`config.mk`:
```
export PLATFORM = sky130hd
export DESIGN_NAME = mitc_core
export DESIGN_NICKNAME = d
export VERILOG_FILES = /design/src/shared/mitc_pkg.sv /design/src/rtl/mitc_core.sv
export SDC_FILE = /design/constraint.sdc
export NUM_CORES = 1
export LEC_CHECK = 0
export BUFFER_PORTS_ARGS = -buffer_cell sky130_fd_sc_hd__buf_4
export CORE_UTILIZATION = 35
export DETAILED_ROUTE_END_ITERATION = 10
export HOLD_SLACK_MARGIN = 0.08
export RECOVER_POWER = 100
export SETUP_SLACK_MARGIN = 0.1
export SLEW_MARGIN = 20
export SYNTH_ARGS = -nofsm -noshare
export SYNTH_HDL_FRONTEND = slang
export SYNTH_SLANG_ARGS = --single-unit
```
`constraint.sdc`:
```
create_clock -name clk_in -period 8.3 [get_ports clk_in]
set_input_delay 1.66 -clock clk_in [delete_from_list [all_inputs] [get_ports clk_in]]
set_output_delay 1.66 -clock clk_in [all_outputs]
set_load 0.005 [all_outputs]
```
`src/shared/mitc_pkg.sv`:
```
package mitc_pkg;

  // Instruction cycle framing
  localparam int CYCLE_PHASES = 4;
  localparam int PHASE_W = 2;
  localparam logic [PHASE_W-1:0] PHASE_FIRST = 2'h0;
  localparam logic [PHASE_W-1:0] PHASE_LAST = PHASE_W'(CYCLE_PHASES - 1);

  // Program word and counter widths
  localparam int PROG_W = 16;
  localparam int PC_W = 11;
  localparam int OP_W = 5;

  // Data space map
  localparam logic [7:0] PC_LOW_BYTE_ADDR = 8'h00;
  localparam logic [7:0] TBL_PTR_ADDR = 8'h01;
  localparam logic [7:0] TBL_HIGH_ADDR = 8'h02;
  localparam logic [7:0] PORT_ADDR = 8'h03;
  localparam logic [7:0] RAM_BASE = 8'h10;

  // Reset values
  localparam logic [PC_W-1:0] PC_RST = 11'h000;
  localparam logic [7:0] BYTE_RST = 8'h00;
  localparam logic [PROG_W-1:0] NOP_WORD = 16'h0000;

  // Opcodes, word[15:11]
  localparam logic [OP_W-1:0] OP_NOP = 5'h00;
  localparam logic [OP_W-1:0] OP_TRANSFER_A_M = 5'h01;
  localparam logic [OP_W-1:0] OP_TRANSFER_M_A = 5'h02;
  localparam logic [OP_W-1:0] OP_TRANSFER_A_X = 5'h03;
  localparam logic [OP_W-1:0] OP_ADD_A_M = 5'h04;
  localparam logic [OP_W-1:0] OP_ADD_A_X = 5'h05;
  localparam logic [OP_W-1:0] OP_SUB_A_M = 5'h06;
  localparam logic [OP_W-1:0] OP_SUB_A_X = 5'h07;
  localparam logic [OP_W-1:0] OP_AND_A_M = 5'h08;
  localparam logic [OP_W-1:0] OP_OR_A_M = 5'h09;
  localparam logic [OP_W-1:0] OP_XOR_A_M = 5'h0a;
  localparam logic [OP_W-1:0] OP_AND_A_X = 5'h0b;
  localparam logic [OP_W-1:0] OP_XOR_A_X = 5'h0c;
  localparam logic [OP_W-1:0] OP_INVERT_M = 5'h0d;
  localparam logic [OP_W-1:0] OP_INVERT_INTO_A = 5'h0e;
  localparam logic [OP_W-1:0] OP_ADD_ONE_M = 5'h0f;
  localparam logic [OP_W-1:0] OP_ADD_ONE_TO_ACC = 5'h10;
  localparam logic [OP_W-1:0] OP_SUBTRACT_ONE = 5'h11;
  localparam logic [OP_W-1:0] OP_SUBTRACT_ONE_INTO_ACC = 5'h12;
  localparam logic [OP_W-1:0] OP_ROTATE_RIGHT = 5'h13;
  localparam logic [OP_W-1:0] OP_ROTATE_LEFT = 5'h14;
  localparam logic [OP_W-1:0] OP_ROTATE_RIGHT_VIA_CARRY = 5'h15;
  localparam logic [OP_W-1:0] OP_ROTATE_LEFT_VIA_CARRY = 5'h16;
  localparam logic [OP_W-1:0] OP_BIT_SET = 5'h17;
  localparam logic [OP_W-1:0] OP_BIT_CLEAR = 5'h18;
  localparam logic [OP_W-1:0] OP_SKIP_IF_ZERO = 5'h19;
  localparam logic [OP_W-1:0] OP_SKIP_IF_BIT_ZERO = 5'h1a;
  localparam logic [OP_W-1:0] OP_JUMP = 5'h1b;
  localparam logic [OP_W-1:0] OP_CALL = 5'h1c;
  localparam logic [OP_W-1:0] OP_SUBROUTINE_EXIT = 5'h1d;
  localparam logic [OP_W-1:0] OP_INTERRUPT_EXIT = 5'h1e;
  localparam logic [OP_W-1:0] OP_TABLE_READ = 5'h1f;

  typedef enum logic {MITC_CYC_EXEC, MITC_CYC_TABLE} mitc_cyc_t;

endpackage

```
`src/rtl/mitc_core.sv`:
```
`timescale 1ns/1ps
module mitc_core
  import mitc_pkg::*;
#(
  parameter int RAM_DEPTH = 16,
  parameter int STACK_DEPTH = 4,
  parameter logic [2:0] TABLE_PAGE = 3'h7
)
(
  input wire logic clk_in,
  input wire logic rst_n_in,
  input wire logic [PROG_W-1:0] prog_data_in,
  input wire logic [7:0] port_in,
  output logic [PC_W-1:0] prog_addr_out,
  output logic [7:0] port_out,
  output logic [7:0] acc_out,
  output logic carry_out,
  output logic zero_out
);

  localparam int RIW = $clog2(RAM_DEPTH);
  localparam int SPW = $clog2(STACK_DEPTH);

  if (RAM_DEPTH < 2 || (1 << RIW) != RAM_DEPTH || int'(RAM_BASE) + RAM_DEPTH > 256)
  begin : g_bad_ram
    $error("RAM_DEPTH must be a power of two that fits the data space");
  end
  if (STACK_DEPTH < 2 || (1 << SPW) != STACK_DEPTH)
  begin : g_bad_stack
    $error("STACK_DEPTH must be a power of two of at least two");
  end

  function automatic logic ram_hit(input logic [7:0] a);
    return int'(a) >= int'(RAM_BASE) && int'(a) < int'(RAM_BASE) + RAM_DEPTH;
  endfunction

  function automatic logic [RIW-1:0] ram_index(input logic [7:0] a);
    logic [7:0] d;
    d = a - RAM_BASE;
    return d[RIW-1:0];
  endfunction

  logic [PHASE_W-1:0] phase_r;
  mitc_cyc_t cyc_r;
  logic [PROG_W-1:0] ir_r;
  logic [PC_W-1:0] pc_r;
  logic [PC_W-1:0] prog_addr_r;
  logic [7:0] acc_r;
  logic carry_r;
  logic zero_r;
  logic [7:0] tbl_ptr_r;
  logic [7:0] tbl_high_r;
  logic [7:0] tbl_dest_r;
  logic [7:0] port_out_r;
  logic [7:0] port_s1_r;
  logic [7:0] port_s2_r;
  logic [7:0] port_s3_r;
  logic [7:0] port_val_r;
  logic [7:0] ram_r [RAM_DEPTH];
  logic [PC_W-1:0] stack_r [STACK_DEPTH];
  logic [SPW-1:0] sp_r;

  logic [OP_W-1:0] op;
  logic [2:0] bsel;
  logic [7:0] fld;
  logic [PC_W-1:0] tgt;
  logic end_cyc;
  logic exec_now;
  logic table_end;
  logic [7:0] rd;
  logic [7:0] opnd;
  logic [8:0] sum9;
  logic [8:0] diff9;
  logic [7:0] res;
  logic c_nxt;
  logic z_upd;
  logic c_upd;
  logic acc_we;
  logic mem_we;
  logic skip;
  logic branch;
  logic push;
  logic pop;
  logic tbl_go;
  logic wr_en;
  logic [7:0] wr_addr;
  logic [7:0] wr_data;
  logic pcl_hit;
  logic redirect;
  logic [PC_W-1:0] redir_addr;
  logic [PC_W-1:0] pc_inc;
  logic [SPW-1:0] sp_dec;

  assign op = ir_r[15:11];
  assign bsel = ir_r[10:8];
  assign fld = ir_r[7:0];
  assign tgt = ir_r[PC_W-1:0];
  assign end_cyc = phase_r == PHASE_LAST;
  assign exec_now = end_cyc && cyc_r == MITC_CYC_EXEC;
  assign table_end = end_cyc && cyc_r == MITC_CYC_TABLE;
  assign pc_inc = pc_r + PC_W'(1);
  assign sp_dec = sp_r - SPW'(1);
  assign opnd = (op == OP_ADD_A_X || op == OP_SUB_A_X || op == OP_AND_A_X ||
                 op == OP_XOR_A_X) ? fld : rd;
  assign sum9 = {1'b0, acc_r} + {1'b0, opnd};
  assign diff9 = {1'b0, acc_r} - {1'b0, opnd};

  // Data space read
  always_comb
  begin
    if (fld == PC_LOW_BYTE_ADDR)
      rd = pc_r[7:0];
    else if (fld == TBL_PTR_ADDR)
      rd = tbl_ptr_r;
    else if (fld == TBL_HIGH_ADDR)
      rd = tbl_high_r;
    else if (fld == PORT_ADDR)
      rd = port_val_r;
    else if (ram_hit(fld))
      rd = ram_r[ram_index(fld)];
    else
      rd = BYTE_RST;
  end

  // Instruction decode and arithmetic
  always_comb
  begin
    res = BYTE_RST;
    c_nxt = carry_r;
    c_upd = 1'b0;
    z_upd = 1'b0;
    acc_we = 1'b0;
    mem_we = 1'b0;
    skip = 1'b0;
    branch = 1'b0;
    push = 1'b0;
    pop = 1'b0;
    tbl_go = 1'b0;
    case (op)
      OP_TRANSFER_A_M, OP_TRANSFER_A_X:
      begin
        res = op == OP_TRANSFER_A_M ? rd : fld;
        acc_we = 1'b1;
      end
      OP_TRANSFER_M_A:
      begin
        res = acc_r;
        mem_we = 1'b1;
      end
      OP_ADD_A_M, OP_ADD_A_X:
      begin
        res = sum9[7:0];
        c_nxt = sum9[8];
        {c_upd, z_upd, acc_we} = 3'h7;
      end
      OP_SUB_A_M, OP_SUB_A_X:
      begin
        res = diff9[7:0];
        c_nxt = diff9[8];
        {c_upd, z_upd, acc_we} = 3'h7;
      end
      OP_AND_A_M, OP_AND_A_X:
      begin
        res = acc_r & opnd;
        {z_upd, acc_we} = 2'h3;
      end
      OP_OR_A_M:
      begin
        res = acc_r | opnd;
        {z_upd, acc_we} = 2'h3;
      end
      OP_XOR_A_M, OP_XOR_A_X:
      begin
        res = acc_r ^ opnd;
        {z_upd, acc_we} = 2'h3;
      end
      OP_INVERT_M, OP_INVERT_INTO_A:
      begin
        res = ~rd;
        z_upd = 1'b1;
        acc_we = op == OP_INVERT_INTO_A;
        mem_we = op == OP_INVERT_M;
      end
      OP_ADD_ONE_M, OP_ADD_ONE_TO_ACC:
      begin
        res = rd + 8'h01;
        z_upd = 1'b1;
        acc_we = op == OP_ADD_ONE_TO_ACC;
        mem_we = op == OP_ADD_ONE_M;
      end
      OP_SUBTRACT_ONE, OP_SUBTRACT_ONE_INTO_ACC:
      begin
        res = rd - 8'h01;
        z_upd = 1'b1;
        acc_we = op == OP_SUBTRACT_ONE_INTO_ACC;
        mem_we = op == OP_SUBTRACT_ONE;
      end
      OP_ROTATE_RIGHT:
      begin
        res = {rd[0], rd[7:1]};
        mem_we = 1'b1;
      end
      OP_ROTATE_LEFT:
      begin
        res = {rd[6:0], rd[7]};
        mem_we = 1'b1;
      end
      OP_ROTATE_RIGHT_VIA_CARRY:
      begin
        res = {carry_r, rd[7:1]};
        c_nxt = rd[0];
        {c_upd, mem_we} = 2'h3;
      end
      OP_ROTATE_LEFT_VIA_CARRY:
      begin
        res = {rd[6:0], carry_r};
        c_nxt = rd[7];
        {c_upd, mem_we} = 2'h3;
      end
      OP_BIT_SET:
      begin
        res = rd | (8'h01 << bsel);
        mem_we = 1'b1;
      end
      OP_BIT_CLEAR:
      begin
        res = rd & ~(8'h01 << bsel);
        mem_we = 1'b1;
      end
      OP_SKIP_IF_ZERO:
        skip = rd == BYTE_RST;
      OP_SKIP_IF_BIT_ZERO:
        skip = ~rd[bsel];
      OP_JUMP:
        branch = 1'b1;
      OP_CALL:
        {branch, push} = 2'h3;
      OP_SUBROUTINE_EXIT, OP_INTERRUPT_EXIT:
        pop = 1'b1;
      OP_TABLE_READ:
        tbl_go = 1'b1;
      default:
        res = BYTE_RST;
    endcase
  end

  // Data space write and program counter redirection
  always_comb
  begin
    wr_en = (exec_now && mem_we) || table_end;
    wr_addr = table_end ? tbl_dest_r : fld;
    wr_data = table_end ? prog_data_in[7:0] : res;
    pcl_hit = wr_en && wr_addr == PC_LOW_BYTE_ADDR;
    redirect = (exec_now && (branch || pop)) || pcl_hit;
    if (exec_now && branch)
      redir_addr = tgt;
    else if (exec_now && pop)
      redir_addr = stack_r[sp_dec];
    else
      redir_addr = {pc_r[PC_W-1:8], wr_data};
  end

  // Phase counter
  always_ff @(posedge clk_in or negedge rst_n_in)
  begin
    if (!rst_n_in)
      phase_r <= PHASE_FIRST;
    else
      phase_r <= end_cyc ? PHASE_FIRST : phase_r + PHASE_W'(1);
  end

  // Fetch sequencer
  always_ff @(posedge clk_in or negedge rst_n_in)
  begin
    if (!rst_n_in)
    begin
      cyc_r <= MITC_CYC_EXEC;
      ir_r <= NOP_WORD;
      pc_r <= PC_RST;
      prog_addr_r <= PC_RST;
      tbl_dest_r <= BYTE_RST;
    end
    else if (end_cyc)
    begin
      case (cyc_r)
        MITC_CYC_EXEC:
        begin
          if (redirect)
          begin
            ir_r <= NOP_WORD;
            pc_r <= redir_addr;
            prog_addr_r <= redir_addr;
          end
          else if (skip)
          begin
            ir_r <= NOP_WORD;
            pc_r <= pc_inc;
            prog_addr_r <= pc_inc;
          end
          else if (tbl_go)
          begin
            ir_r <= prog_data_in;
            pc_r <= pc_inc;
            prog_addr_r <= {TABLE_PAGE, tbl_ptr_r};
            tbl_dest_r <= fld;
            cyc_r <= MITC_CYC_TABLE;
          end
          else
          begin
            ir_r <= prog_data_in;
            pc_r <= pc_inc;
            prog_addr_r <= pc_inc;
          end
        end
        MITC_CYC_TABLE:
        begin
          cyc_r <= MITC_CYC_EXEC;
          if (redirect)
          begin
            ir_r <= NOP_WORD;
            pc_r <= redir_addr;
            prog_addr_r <= redir_addr;
          end
          else
            prog_addr_r <= pc_r;
        end
        default:
          cyc_r <= MITC_CYC_EXEC;
      endcase
    end
  end

  // Return stack
  always_ff @(posedge clk_in or negedge rst_n_in)
  begin
    if (!rst_n_in)
    begin
      sp_r <= '0;
      for (int i = 0; i < STACK_DEPTH; i++)
        stack_r[i] <= PC_RST;
    end
    else if (exec_now && push)
    begin
      stack_r[sp_r] <= pc_r;
      sp_r <= sp_r + SPW'(1);
    end
    else if (exec_now && pop)
      sp_r <= sp_dec;
  end

  // Accumulator and flags
  always_ff @(posedge clk_in or negedge rst_n_in)
  begin
    if (!rst_n_in)
    begin
      acc_r <= BYTE_RST;
      carry_r <= 1'b0;
      zero_r <= 1'b0;
    end
    else if (exec_now)
    begin
      if (acc_we)
        acc_r <= res;
      if (c_upd)
        carry_r <= c_nxt;
      if (z_upd)
        zero_r <= res == BYTE_RST;
    end
  end

  // Data memory and special bytes
  always_ff @(posedge clk_in or negedge rst_n_in)
  begin
    if (!rst_n_in)
    begin
      tbl_ptr_r <= BYTE_RST;
      tbl_high_r <= BYTE_RST;
      port_out_r <= BYTE_RST;
      for (int i = 0; i < RAM_DEPTH; i++)
        ram_r[i] <= BYTE_RST;
    end
    else
    begin
      if (table_end)
        tbl_high_r <= prog_data_in[15:8];
      if (wr_en && wr_addr == TBL_PTR_ADDR)
        tbl_ptr_r <= wr_data;
      if (wr_en && wr_addr == PORT_ADDR)
        port_out_r <= wr_data;
      if (wr_en && ram_hit(wr_addr))
        ram_r[ram_index(wr_addr)] <= wr_data;
    end
  end

  // Port input synchroniser
  always_ff @(posedge clk_in or negedge rst_n_in)
  begin
    if (!rst_n_in)
    begin
      port_s1_r <= BYTE_RST;
      port_s2_r <= BYTE_RST;
      port_s3_r <= BYTE_RST;
      port_val_r <= BYTE_RST;
    end
    else
    begin
      port_s1_r <= port_in;
      port_s2_r <= port_s1_r;
      port_s3_r <= port_s2_r;
      port_val_r <= (~(port_s2_r ^ port_s3_r) & port_s2_r) |
                    ((port_s2_r ^ port_s3_r) & port_val_r);
    end
  end

  assign prog_addr_out = prog_addr_r;
  assign port_out = port_out_r;
  assign acc_out = acc_r;
  assign carry_out = carry_r;
  assign zero_out = zero_r;
endmodule // mitc_core

```
======== Word level (Yosys, flattened, before mapping) ========
Index checks and enable logic that the tools add are counted.
Widths: inputs -> output; s select.
cells by class
  shift-type cells ........................ 1
  reduce and logical (&&, ||, !) cells .... 46
  magnitude comparators ................... 11
  bitwise logic cells ..................... 20
  $add $sub $neg .......................... 10
  muxes and demuxes ....................... 54
  eq/ne operators ......................... 38
operators with widths
  cell                number
  $bwmux 128          1
  $pmux 8 s16         1
  $mux 11             10
  $mux 8              12
  $eq 5x5->1 const B  16
  $mux 16             3
  $bwmux 44           1
  $pmux 11 s2         2
  $eq 5x4->1 const B  8
  $and 8x8->8         4
  $bmux 8 s4          1
  $demux 8 s4         1
  $logic_not 8->1     4
  $pmux 16 s2         1
  $eq 8x2->1 const B  3
  $not 8->8           3
  $or 8x8->8          3
  $bmux 11 s2         1
  $demux 11 s2        1
  $eq 5x3->1 const B  4
  $reduce_or 2->1     10
  $eq 8x1->1 const B  2
  $ge 8x5->1 const B  2
  $lt 8x6->1 const B  2
  other kinds (38)    84
storage, ports and cells
  word-level logic and storage cells ...... 217
  input port bits ......................... 26
  register bits after elaboration ......... 289

======== Longest topological paths before layout ========
Gate-level depths: netlist of the first run.
  depth in word-level cells ............... 18
  depth in mapped cells ................... 23
  gate-level depth less buffers ........... 18

======== Worst setup path after synthesis of the first run ========
OpenSTA, ideal clock, no wires.
  path kind ............................... register -> register
  from .................................... reg ir_r[13]
  to ...................................... reg port_out_r[7] (netlist: port_out[7])
  cell stages (with the launch flop) ...... 23
  slack ................................... 3.737 ns
  period minus slack after synthesis ...... 4.563 ns
  data required time ...................... 8.175 ns
  data arrival time ....................... 4.439 ns
  buffers on the path ..................... 5
  cell sequence ........................... dfrtp_1 -> clkbuf_1 -> clkbuf_1 -> nand2b_1 -> o22ai_1 -> a21oi_1 -> nor2_1 -> clkbuf_1 -> nor2_1 -> a21oi_1 -> inv_1 -> ha_1 -> clkbuf_1 -> nor3_1 -> a2111oi_0 -> o2111ai_1 -> o311ai_0 -> xnor2_1 -> o32a_1 -> o211ai_1 -> mux2_4 -> buf_6 -> mux2_2
between the ends
  cells in the longest elaborated chain, start to end .. 8
  elaborated cells between the ends (all ways) .. 49
  those cells by class .................... add/sub: 2; eq/ne: 24; mux: 5; bitwise: 3; reduce/logical: 15
ends and longest elaborated chain
  item                                 line                                text
  start, declared                      mitc_core.sv:45                     logic [PROG_W-1:0] ir_r;
  start signal, assigned               mitc_core.sv:302                    ir_r <= prog_data_in;
  start signal, assigned               mitc_core.sv:310                    ir_r <= prog_data_in;
  $eq 5x3->1                           mitc_core.sv:103, mitc_core.sv:139
  $logic_or 1x1->1 (3 in a row)        mitc_core.sv:103                    assign opnd = (op == OP_ADD_A_X || op == OP_SUB_A_X || op == OP_AND_A_X ||
  $mux 8                               mitc_core.sv:104                    op == OP_XOR_A_X) ? fld : rd;
  $sub 8x8->9 (tied with other cells)  mitc_core.sv:106                    assign diff9 = {1'b0, acc_r} - {1'b0, opnd};
  $pmux 8 s16                          mitc_core.sv:139                    case (op)
  $mux 8                               mitc_core.sv:252                    wr_data = table_end ? prog_data_in[7:0] : res;
  end signal, assigned                 mitc_core.sv:389                    port_out_r <= wr_data;
  end, declared                        mitc_core.sv:54                     logic [7:0] port_out_r;
Several ways; a longest one is shown, not always the timed one.
A chain may end at the register's enable or synchronous reset.

======== Worst setup path in the final report of the first run ========
  from .................................... reg ir_r[1]
  to ...................................... reg tbl_ptr_r[5]
between the ends
  cells in the longest elaborated chain, start to end .. 14
  elaborated cells between the ends (all ways) .. 34
  those cells by class .................... add/sub: 5; order compare: 2; eq/ne: 4; mux: 13; bitwise: 7; reduce/logical: 3
ends and longest elaborated chain
  item                                       line              text
  $sub 4x1->4                                mitc_core.sv:39   d = a - RAM_BASE;
  $not 4->5 (not written as such)            mitc_core.sv:120  rd = ram_r[ram_index(fld)];
  $bmux 8 s4                                 mitc_core.sv:120
  $mux 8 (not written as such) (2 in a row)  mitc_core.sv:120
  $mux 8                                     mitc_core.sv:119  else if (ram_hit(fld))
  $mux 8                                     mitc_core.sv:117  else if (fld == PORT_ADDR)
  $mux 8                                     mitc_core.sv:115  else if (fld == TBL_HIGH_ADDR)
  $mux 8                                     mitc_core.sv:113  else if (fld == TBL_PTR_ADDR)
  $mux 8                                     mitc_core.sv:111  if (fld == PC_LOW_BYTE_ADDR)
  $mux 8                                     mitc_core.sv:104
  $sub 8x8->9 (tied with other cells)        mitc_core.sv:106
  $pmux 8 s16                                mitc_core.sv:139
  $mux 8                                     mitc_core.sv:252
  end signal, assigned                       mitc_core.sv:387  tbl_ptr_r <= wr_data;
  end, declared                              mitc_core.sv:51   logic [7:0] tbl_ptr_r;
Several ways; a longest one is shown, not always the timed one. The select of a mux whose other input is x is not followed.

==> flow_summary_export.csv, run 1 <==
group,metric,value,unit
final_layout,num_antenna_cells,0,
place,io_buffers,54,
timing,worst_pin_slew,3.207,ns
drt,drtIter0Drc,1168,
logic_synthesis,muxShareOfSynthArea,21.19,%
timing,maxSlewHeadroom,-113.8,%
setup_path,crit_type,"reg2reg",
logic_synthesis,netlist_area,15970,µm²
clocking,clk_latency,0.56,ns
timing,fin_crit_sh,83.47,%
outcome,status,"finished, violations left",
floorplanning,core_region_area,44610,µm²
logic_synthesis,synth_edf_count,0,
logic_synthesis,synth_ff_type,"dfrtp_1",
power_and_ir_drop,total_power,0.005117,W
setup_path,end_kind,"register",
drt,routedWlPerCell,24.32,µm
logic_synthesis,synthDistinctLibCells,92,
floorplanning,die-area,46500,µm²
place,dp_cells,2035,
power_and_ir_drop,p_per_area,283.1,nW/µm²
timing,max_freq,0.1443,GHz
clocking,h-tree-depth,2,
place,routabilityCongestion,0.9446,
logic_synthesis,ys_seq_area_share,45.27,%
setup_path,reg2regPathDepth,17,
final_layout,synthToLayoutAreaGrowth,13.14,%
setup_path,startpoint_type,"register",
setup_path,r2r-end,"tbl_ptr_r[5]$_DFFE_PN0P_",
setup_path,worstPathArrival,7.35,ns
logic_synthesis,ys_top_cells_by_area,"dfrtp_1 (45%), mux2_2 (14%), mux4_2 (4.7%), nand2_1 (3.2%), ha_1 (3.0%)",
clocking,clkSlewWorstSetupHoldPaths,0.06,ns
setup_path,crit_chain,"clkbuf_1 -> mux4_2 -> mux2i_1 -> o211a_1 -> a22oi_2 -> mux2_2 -> inv_1 -> ha_1 -> nor3_1 -> a2111oi_0 -> mux2i_1 -> xnor2_1 -> a2bb2oi_1 -> o211ai_1 -> clkbuf_1 -> mux2_2 -> mux2_2",
global_routing,grt.overflow.total,0,
global_routing,grt_pass1_wl,77.62,mm
clocking,cts_buffer_depth,3,
logic_synthesis,yosysMostFrequentCell,"dfrtp_1",
global_routing,grt_max_degree,132,
drt,ant_nets,0,
global_routing,grt_pass1_vias,11960,
logic_synthesis,yosys.area.top_type_share,45.27,%
clocking,cts_setup_buffers,0,
drt,drc,0,
floorplanning,start_util,35.81,%
hold_path,min_path_type,"reg2reg",
setup_path,crit_family,"multiplexers",
final_layout,drive_above_1_share,25.63,%
floorplanning,io_pins,55,
timing,finalClockSkew,0.02015,ns
timing,fin_crit,6.928,ns
hold_path,min_to,"port_s2_r[4]$_DFF_PN0_",
drt,drt-total-wl,51.02,mm
hold_path,holdCritStartpoint,"port_s1_r[4]$_DFF_PN0_",
setup_path,critPathMostFrequentCell,"mux2_2",
outcome,failed_checks,"max-capacitance violations, max-slew violations",
clocking,numCtsBuffers,34,
clocking,clkSinkCount,289,
setup_path,path_buf_inv,3,
power_and_ir_drop,ir_drop,0.1646,mV
clocking,cts_tree,"built",
logic_synthesis,syn_avg_cell_area,10.97,µm²
logic_synthesis,yosysTopAreaCell,"dfrtp_1",
setup_path,critPathMaxFanout,52,
setup_path,crit_required,8.72,ns
run,max-cap-violations,4,
clocking,ctsResizeCount,0,
logic_synthesis,syn_nets,1523,
timing,final-setup-viol-count,0,
timing,timing.setup.tns,0,ns
place,dp_hpwl,36.34,mm
floorplanning,std_cell_rows,77,
timing,finalHoldViolCount,0,
floorplanning,die-width,215.6,µm
logic_synthesis,synthXorXnorAreaFrac,1.151,%
global_routing,antenna_found_initial,2,
setup_path,max_stage_delay,0.98,ns
clocking,cts_hold_buf,0,
floorplanning,dieHeight,215.6,µm
setup_path,r2r-start,"ir_r[1]$_DFFE_PN0P_",
final_layout,final_util,40.52,%
drt,first_pass_iters,5,
timing,rsz0062_at_grt,"no",
clocking,clockRootBuffer,"clkbuf_16",
logic_synthesis,synth_top_family_by_area,"multiplexers",
logic_synthesis,synth_warnings,0,
final_layout,fin_nets,1548,
logic_synthesis,syn_inst,1456,
setup_path,reg2reg_setup_slack,1.37,ns
global_routing,track_usage,22.04,%
logic_synthesis,synth_seq_cells,289,
logic_synthesis,synth_compound_area_share,13.80,%
setup_path,slowest_stage,"dfrtp_4",
hold_path,whs_path_depth,0,
logic_synthesis,synthAdderAreaFrac,3.854,%
drt,via_per_inst,5.823,
drt,vias,12220,
power_and_ir_drop,power.static_leakage,7.769,nW
final_layout,final_cell_count_no_fill,2098,
logic_synthesis,synth_common_cells,"dfrtp_1 (289), mux2_2 (202), nand2_1 (136)",
timing,slew_violations,175,
logic_synthesis,yosys.area_share.simple,10.97,%
logic_synthesis,async_flop_share,100.0,%
worst register-to-register path, cell delays in order (launching register included):
cell	delay [ns]
dfrtp_4	0.98
clkbuf_1	0.90
mux4_2	0.41
mux2i_1	0.10
o211a_1	0.30
a22oi_2	0.42
mux2_2	0.28
inv_1	0.06
ha_1	0.48
nor3_1	0.10
a2111oi_0	0.83
mux2i_1	0.21
xnor2_1	0.27
a2bb2oi_1	0.19
o211ai_1	0.10
clkbuf_1	0.26
mux2_2	0.55
mux2_2	0.36
how the worst max path moves through the flow:
stage                                    start                       end  slack [ns]  cells after the start
after global routing       ir_r[1]$_DFFE_PN0P_     ram_r[93]$_DFFE_PN0P_        0.98                     17
after global placement     ir_r[1]$_DFFE_PN0P_     ram_r[30]$_DFFE_PN0P_        2.05                     19
after CTS                  ir_r[1]$_DFFE_PN0P_     ram_r[94]$_DFFE_PN0P_        1.80                     19
after detailed placement   ir_r[1]$_DFFE_PN0P_     ram_r[70]$_DFFE_PN0P_        1.86                     19
final                      ir_r[1]$_DFFE_PN0P_  tbl_ptr_r[5]$_DFFE_PN0P_        1.37                     17
after floorplan           ir_r[13]$_DFFE_PN0P_   port_out[7]$_DFFE_PN0P_        3.74                     22
cell type report:
| cell class | count | area (µm²) |
|---|---|---|
| Multi-Input combinational cell | 1029 | 8138 |
| Clock buffer | 42 | 960.9 |
| Fill cell | 4302 | 26530 |
| Inverter | 45 | 168.9 |
| Tap cell | 592 | 740.7 |
| Timing Repair Buffer | 82 | 600.6 |
| Clock inverter | 19 | 227.7 |
| Sequential cell | 289 | 7237 |
logic make-up (layout without fill, tap and decap cells):
group / Yosys count / count (layout)
compound gates: 322 / 322
flops: 289 / 289
buf+inv: 138 / 188
xor+xnor: 21 / 21
mux: 271 / 271
fa+ha+maj: 49 / 49
simple gates: 366 / 366
report_power, final:
part / internal, W / total [W] / switching, W / leakage [nW]
Clock: 0.000931 / 0.00158 / 0.000644 / 0.593
Combinational: 0.000650 / 0.00163 / 0.000983 / 3.60
Sequential: 0.00160 / 0.00191 / 0.000307 / 3.58
routing by layer:
layer	vias up	part of all wire, %	GRT usage (%)
met4	2	2.6	6.879
met5	-	0.027	0
li1	5424	-	-
met1	6298	47	32.29
met3	66	6.2	3.721
met2	426	44	33.02
flip-flops by register name (all words and copies together) (netlist names), 2 cells and up, named ones only:
signal         cells
tbl_ptr_r          8
port_out           8
stack_r           44
prog_addr_out     11
pc_r              11
tbl_high_r         8
phase_r            2
port_s1_r          8
tbl_dest_r         8
sp_r               2
port_s2_r          8
acc_out            8
ram_r            128
port_s3_r          8
ir_r              16
stage by stage:
| stage | area [µm²] | hold WS, ns | setup WS, ns |
|---|---|---|---|
| final | 18070 | 0.3459 | 1.372 |
| after global routing | 18070 | 0.3525 | 0.9831 |
| after CTS | 18090 | 0.3488 | 1.805 |
| after detailed placement | 16910 | 0.3362 | 1.863 |
| after global placement | 16910 | 0.3315 | 2.045 |
| after floorplan | 15970 | 0.3312 | 3.737 |
placed cells by master, fill, tap and decap left out, drive strengths merged, types with 34 or more instances in the layout:
master  count
a21oi      57
inv        46
ha         38
o21ai      81
clkbuf     91
nor2       80
nand2     137
dfrtp     289
mux2      204
mux2i      34
(Power assumes the default switching activity.)
==> run 2, diff against run 1 <==
==> constraint.sdc (replaced) <==
create_clock -name clk_in -period 7 [get_ports clk_in]
set_input_delay 1.4 -clock clk_in [delete_from_list [all_inputs] [get_ports clk_in]]
set_output_delay 1.4 -clock clk_in [all_outputs]
set_load 0.005 [all_outputs]
==> flow_summary_export.csv, run 2 (synthesized netlist as in run 1, its figures left out) <==
group,metric,value,unit
clocking,cts_setup_buffers,0,
global_routing,grt.overflow.total,0,
setup_path,crit_required,7.42,ns
timing,timing.setup.tns,0,ns
place,dp_slack,0.6999,ns
place,routabilityCongestion,0.9811,
final_layout,largest-register,"ram_r",
final_layout,nFillCells,4265,
timing,final-setup-viol-count,0,
final_layout,final_util,40.50,%
power_and_ir_drop,ir_drop,0.1999,mV
final_layout,layout_common_cells,"dfrtp_1 (287), mux2_2 (200), nand2_1 (136)",
clocking,clkSinkCount,289,
clocking,h-tree-depth,2,
power_and_ir_drop,power.static_leakage,7.762,nW
clocking,cts_hold_buf,0,
timing,slew_violations,223,
floorplanning,std_cell_rows,77,
final_layout,final_cell_count_no_fill,2113,
floorplanning,die-width,215.6,µm
drt,ant_nets,0,
clocking,numCtsBuffers,35,
power_and_ir_drop,p_per_area,331.9,nW/µm²
floorplanning,start_util,35.81,%
global_routing,grt_max_degree,187,
timing,max_freq,0.1548,GHz
drt,drc,0,
setup_path,crit_type,"reg2reg",
clocking,cts_tree,"built",
timing,maxSlewHeadroom,-186.6,%
setup_path,reg2reg_setup_slack,0.54,ns
final_layout,biggestRegsByFlops,"ram_r x128, stack_r x44, ir_r x16",
clocking,ctsResizeCount,0,
global_routing,antenna_found_initial,2,
timing,fin_crit,6.460,ns
drt,drt-total-wl,50.00,mm
run,max-cap-violations,3,
drt,drtIter0Drc,1340,
floorplanning,io_pins,55,
final_layout,final_common_cell,"dfrtp_1",
clocking,clockRootBuffer,"clkbuf_16",
hold_path,min_path_type,"reg2reg",
place,dp_cells,2049,
global_routing,grt_pass1_wl,77.20,mm
timing,finalClockSkew,0.02108,ns
clocking,cts_buffer_depth,3,
timing,fin_ws,0.5401,ns
setup_path,critPathMaxFanout,52,
floorplanning,core_region_area,44610,µm²
clocking,clkSlewWorstSetupHoldPaths,0.06,ns
timing,worst_pin_slew,4.299,ns
final_layout,postLayoutCellArea,18060,µm²
place,dp_hpwl,35.36,mm
floorplanning,dieHeight,215.6,µm
outcome,status,"finished, violations left",
global_routing,track_usage,21.68,%
global_routing,grt_pass1_vias,12180,
final_layout,largest_register_ffs,128,
outcome,failed_checks,"max-capacitance violations, max-slew violations",
clocking,clk_latency,0.55,ns
drt,via_per_inst,5.822,
final_layout,synthToLayoutAreaGrowth,13.08,%
drt,vias,12300,
setup_path,startpoint_type,"register",
timing,fin_crit_sh,92.28,%
setup_path,end_kind,"register",
floorplanning,die-area,46500,µm²
drt,routedWlPerCell,23.66,µm
timing,rsz0062_at_grt,"no",
final_layout,drive_above_1_share,25.28,%
drt,first_pass_iters,6,
setup_path,worstPathArrival,6.88,ns
timing,finalHoldViolCount,0,
place,io_buffers,54,
final_layout,fin_nets,1561,
place,placed_area,17020,µm²
run 2: cell count changes in the layout (fill, tap and decap cells not counted), sizes merged:
cell and change:
inv -2, clkdlybuf4s18 +1, clkinv -6, buf +11, diode +2, bufinv -1, clkbuf +10
run 2: worst paths after layout:
kind	startpoint	end	cells past startpoint
max	ir_r[1]$_DFFE_PN0P_	prog_addr_out[1]$_DFFE_PN0P_	18
min reg2reg	port_s1_r[6]$_DFF_PN0_	port_s2_r[6]$_DFF_PN0_	0
min in group asynchronous	rst_n_in	phase_r[1]$_DFF_PN0_	1
min	port_s1_r[6]$_DFF_PN0_	port_s2_r[6]$_DFF_PN0_	0
max reg2reg	ir_r[1]$_DFFE_PN0P_	prog_addr_out[1]$_DFFE_PN0P_	18
max in group asynchronous	rst_n_in	ram_r[97]$_DFFE_PN0P_	2
run 2: critical path: stages (launching register included):
cell       delay [ns]
dfrtp_4          0.97
buf_4            0.35
mux4_2           0.54
mux2i_1          0.20
o22ai_1          0.17
o22ai_2          0.11
buf_4            0.22
o21ai_0          0.22
ha_1             0.29
fa_1             0.45
mux2i_1          0.17
o32ai_1          0.12
a211oi_1         0.34
nand4_1          0.20
a2111oi_2        0.80
a21oi_2          0.47
a21oi_1          0.27
a21oi_1          0.09
o31a_1           0.31
run 2: per-stage QoR:
stage          total power [W]  hold slack [ns]
2_1_floorplan         0.003442           0.3312
3_3_place_gp          0.004197           0.3316
3_5_place_dp          0.004218           0.3347
4_1_cts               0.006044           0.3398
5_1_grt               0.006294           0.3544
6_report              0.005996           0.3428
run 2: where the power goes:
part | internal, W | switching, W | total (W) | leakage, nW
registers | 0.00190 | 0.000360 | 0.00226 | 3.58
logic | 0.000776 | 0.00115 | 0.00193 | 3.63
clock network | 0.00107 | 0.000739 | 0.00181 | 0.550
run 2: layout make-up:
class / instances / area, µm² / area share (%)
Multi-Input combinational cell: 1029 / 8128 / 45.00
Sequential cell: 289 / 7237 / 40.06
Clock buffer: 52 / 999.7 / 5.534
Tap cell: 592 / 740.7 / 4.101
Timing Repair Buffer: 94 / 659.4 / 3.650
Inverter: 45 / 168.9 / 0.9351
Clock inverter: 10 / 125.1 / 0.6927
Antenna cell: 2 / 5.005 / 0.02771
run 2: per-layer routing:
metal  GRT usage, %  wire [µm]  vias to the layer above
met3          3.805       3393                       90
met2          33.30      22320                      482
met4          7.305       1503                        0
li1               -          -                     5453
met1          30.75      22780                     6277
met5              0          0                        -
==> run 3, diff against run 2 <==
--- a/config.mk
+++ b/config.mk
@@ -5,6 +5,7 @@
 export SDC_FILE = /design/constraint.sdc
 export NUM_CORES = 1
 export LEC_CHECK = 0
+export ABC_AREA = 1
 export BUFFER_PORTS_ARGS = -buffer_cell sky130_fd_sc_hd__buf_4
 export CORE_UTILIZATION = 35
 export DETAILED_ROUTE_END_ITERATION = 10
==> flow_summary_export.csv, run 3 <==
group,metric,value,unit
outcome,status,"finished, violations left",
outcome,failed_checks,"max-capacitance violations, max-slew violations",
logic_synthesis,synth_compound_area_share,16.11,%
floorplanning,dieHeight,214.0,µm
floorplanning,core_region_area,44320,µm²
power_and_ir_drop,power_frac_seq,37.3,%
setup_path,r2r-start,"ir_r[0]$_DFFE_PN0P_",
clocking,clkSlewWorstSetupHoldPaths,0.07,ns
timing,slew_violations,98,
power_and_ir_drop,internal_power,0.003375,W
logic_synthesis,synth_ff_type,"dfrtp_1",
place,routabilityCongestion,1.015,
final_layout,fin_nets,2096,
setup_path,startpoint_type,"register",
logic_synthesis,synthXorXnorAreaFrac,0.7238,%
logic_synthesis,ys_seq_area_share,45.98,%
run,max-cap-violations,1,
floorplanning,start_util,35.49,%
setup_path,worstPathArrival,6.55,ns
setup_path,critPathMaxFanout,22,
logic_synthesis,syn_avg_cell_area,7.779,µm²
clocking,numCtsBuffers,31,
final_layout,largest_register_ffs,128,
timing,fin_crit_sh,86.78,%
global_routing,track_usage,22.35,%
drt,drtIter0Drc,1508,
final_layout,layout_common_cells,"nand2_1 (553), dfrtp_1 (289), o21ai_0 (266)",
setup_path,reg2regPathDepth,24,
drt,via_per_inst,5.283,
floorplanning,die-area,45790,µm²
setup_path,crit_type,"reg2reg",
logic_synthesis,synthDistinctLibCells,53,
hold_path,whs_path_depth,0,
final_layout,biggestRegsByFlops,"ram_r x128, stack_r x44, ir_r x16",
setup_path,crit_required,7.47,ns
clocking,clkSinkCount,289,
clocking,clockRootBuffer,"clkbuf_16",
clocking,cts_tree,"built",
logic_synthesis,yosysTopAreaCell,"dfrtp_1",
power_and_ir_drop,ir_drop,0.2173,mV
clocking,cts_hold_buf,0,
place,dp_hpwl,36.43,mm
clocking,cts_buffer_depth,3,
drt,vias,13970,
hold_path,min_to,"port_s2_r[0]$_DFF_PN0_",
logic_synthesis,synth_top_family_by_area,"simple AND/OR/NAND/NOR gates",
timing,timing.setup.tns,0,ns
logic_synthesis,synth_seq_cells,289,
floorplanning,die-width,214.0,µm
hold_path,holdCritStartpoint,"port_s1_r[0]$_DFF_PN0_",
global_routing,grt.overflow.total,0,
timing,fin_crit,6.075,ns
clocking,cts_setup_buffers,0,
place,io_buffers,54,
power_and_ir_drop,power.static_leakage,8.204,nW
logic_synthesis,synth_warnings,0,
logic_synthesis,yosys.area.top_type_share,45.98,%
logic_synthesis,netlist_area,15730,µm²
timing,finalHoldViolCount,0,
timing,rsz0062_at_grt,"no",
timing,worst_pin_slew,4.881,ns
drt,ant_nets,0,
setup_path,end_kind,"register",
drt,first_pass_iters,5,
setup_path,r2r-end,"pc_r[7]$_DFFE_PN0P_",
drt,drt-total-wl,51.35,mm
drt,routedWlPerCell,19.42,µm
hold_path,min_path_type,"reg2reg",
final_layout,nFillCells,4621,
power_and_ir_drop,share_comb_of_total_power,32.5,%
floorplanning,std_cell_rows,77,
logic_synthesis,async_flop_share,100.0,%
timing,finalClockSkew,0.01824,ns
final_layout,final_util,39.26,%
timing,max_freq,0.1646,GHz
timing,final-setup-viol-count,0,
logic_synthesis,ys_top_cells_by_area,"dfrtp_1 (46%), nand2_1 (13%), o21ai_0 (8.0%), nor2_1 (5.4%), inv_1 (3.3%)",
global_routing,grt_pass1_wl,80.23,mm
final_layout,drive_above_1_share,8.918,%
logic_synthesis,synthAdderAreaFrac,3.913,%
logic_synthesis,synth_common_cells,"nand2_1 (543), dfrtp_1 (289), o21ai_0 (250)",
setup_path,reg2reg_setup_slack,0.93,ns
final_layout,final_common_cell,"nand2_1",
logic_synthesis,yosys.area_share.simple,26.26,%
logic_synthesis,syn_nets,2089,
drt,drc,0,
floorplanning,io_pins,55,
timing,maxSlewHeadroom,-225.4,%
logic_synthesis,syn_inst,2022,
global_routing,grt_pass1_vias,13480,
clocking,clk_latency,0.60,ns
final_layout,synthToLayoutAreaGrowth,10.62,%
clocking,ctsResizeCount,0,
logic_synthesis,synth_edf_count,0,
global_routing,grt_max_degree,139,
global_routing,antenna_found_initial,1,
power_and_ir_drop,p_clk_share,30.1,%
final_layout,num_antenna_cells,0,
clocking,h-tree-depth,1,
power_and_ir_drop,switching_share,39.50,%
logic_synthesis,muxShareOfSynthArea,0,%
power_and_ir_drop,p_per_area,320.6,nW/µm²
final_layout,largest-register,"ram_r",
power_and_ir_drop,p_sw,0.002204,W
logic_synthesis,yosysMostFrequentCell,"nand2_1",
## run 3: cell types whose count changed after synthesis, moves of 38 or more
cell	previous run	this run
nor2_1	79	225
mux2_2	202	0
o21ai_0	76	250
nand3_1	32	75
inv_1	42	139
nand2_1	136	543
a21oi_1	55	93
## run 3: per-stage QoR
stage	power [W]	setup WS [ns]	cell area [µm²]	hold slack, ns	instances
4_1_cts	0.005627	1.431	17520	0.3510	2644
2_1_floorplan	0.003255	3.058	15730	0.3312	2022
3_5_place_dp	0.003934	1.439	16470	0.3372	2588
3_3_place_gp	0.003919	1.525	16470	0.3332	2588
5_1_grt	0.005910	0.4478	17400	0.3621	2644
6_report	0.005579	0.9252	17400	0.3457	2644
## run 3: worst max-delay path, stage by stage, from the launching register on
cell and delay [ns]:
dfrtp_1 0.39, inv_2 0.34, nand2_2 0.40, nor2_1 0.74, nand2_1 0.20, nand2_1 0.36, nand2_1 0.08, o21ai_0 0.27
inv_1 0.18, ha_1 0.25, a21oi_1 0.23, nand2_1 0.12, nand2_1 0.09, o311ai_0 0.20, xor2_1 0.20, nand2_1 0.10
nand3_1 0.11, nor2_1 0.27, nand3_2 0.10, nand2_1 0.76, nand3_2 0.10, nand2_1 0.15, nand2_1 0.08, nand2_1 0.08
nand3_1 0.11
## run 3: area by class of cell
class                      instances  area [µm²]  area share (%)
timing repair buffer              65       488.0           2.804
inverter                         157       591.8           3.401
multi-input combinational       1485        7301           41.96
clock buffer                      42       897.1           5.156
clock inverter                    14       150.1          0.8629
sequential                       289        7232           41.56
tap                              592       740.7           4.257
## run 3: power groups by stage
| stage | logic, W | registers, W | clock network (W) |
|---|---|---|---|
| after global routing | 0.00202 | 0.00210 | 0.00178 |
| final | 0.00181 | 0.00208 | 0.00168 |
| after global placement | 0.00181 | 0.00210 | 0 |
| after floorplan | 0.00125 | 0.00200 | 0 |
| after detailed placement | 0.00182 | 0.00211 | 0 |
| after CTS | 0.00183 | 0.00208 | 0.00171 |
## run 3: logic make-up after synthesis
group           Yosys count
fa+ha+maj                49
buf+inv                 248
simple gates            962
flops                   289
xor+xnor                 13
compound gates          461
## run 3: worst max-delay path by stage
stage | startpoint | end | slack, ns
5_1_grt | rst_n_in | acc_out[3]$_DFFE_PN0P_ | 0.45
2_1_floorplan | ir_r[1]$_DFFE_PN0P_ | pc_r[6]$_DFFE_PN0P_ | 3.06
6_report | ir_r[0]$_DFFE_PN0P_ | pc_r[7]$_DFFE_PN0P_ | 0.93
3_5_place_dp | ir_r[0]$_DFFE_PN0P_ | pc_r[6]$_DFFE_PN0P_ | 1.44
3_3_place_gp | ir_r[0]$_DFFE_PN0P_ | prog_addr_out[6]$_DFFE_PN0P_ | 1.53
4_1_cts | ir_r[0]$_DFFE_PN0P_ | pc_r[6]$_DFFE_PN0P_ | 1.43
## run 3: layer usage
| metal | vias up | global-route usage (%) | wire [µm] |
|---|---|---|---|
| met5 | - | 0 | 13 |
| met2 | 467 | 34.48 | 22830 |
| met3 | 105 | 3.852 | 3129 |
| met4 | 2 | 8.681 | 2116 |
| met1 | 6731 | 31.14 | 23260 |
| li1 | 6662 | - | - |
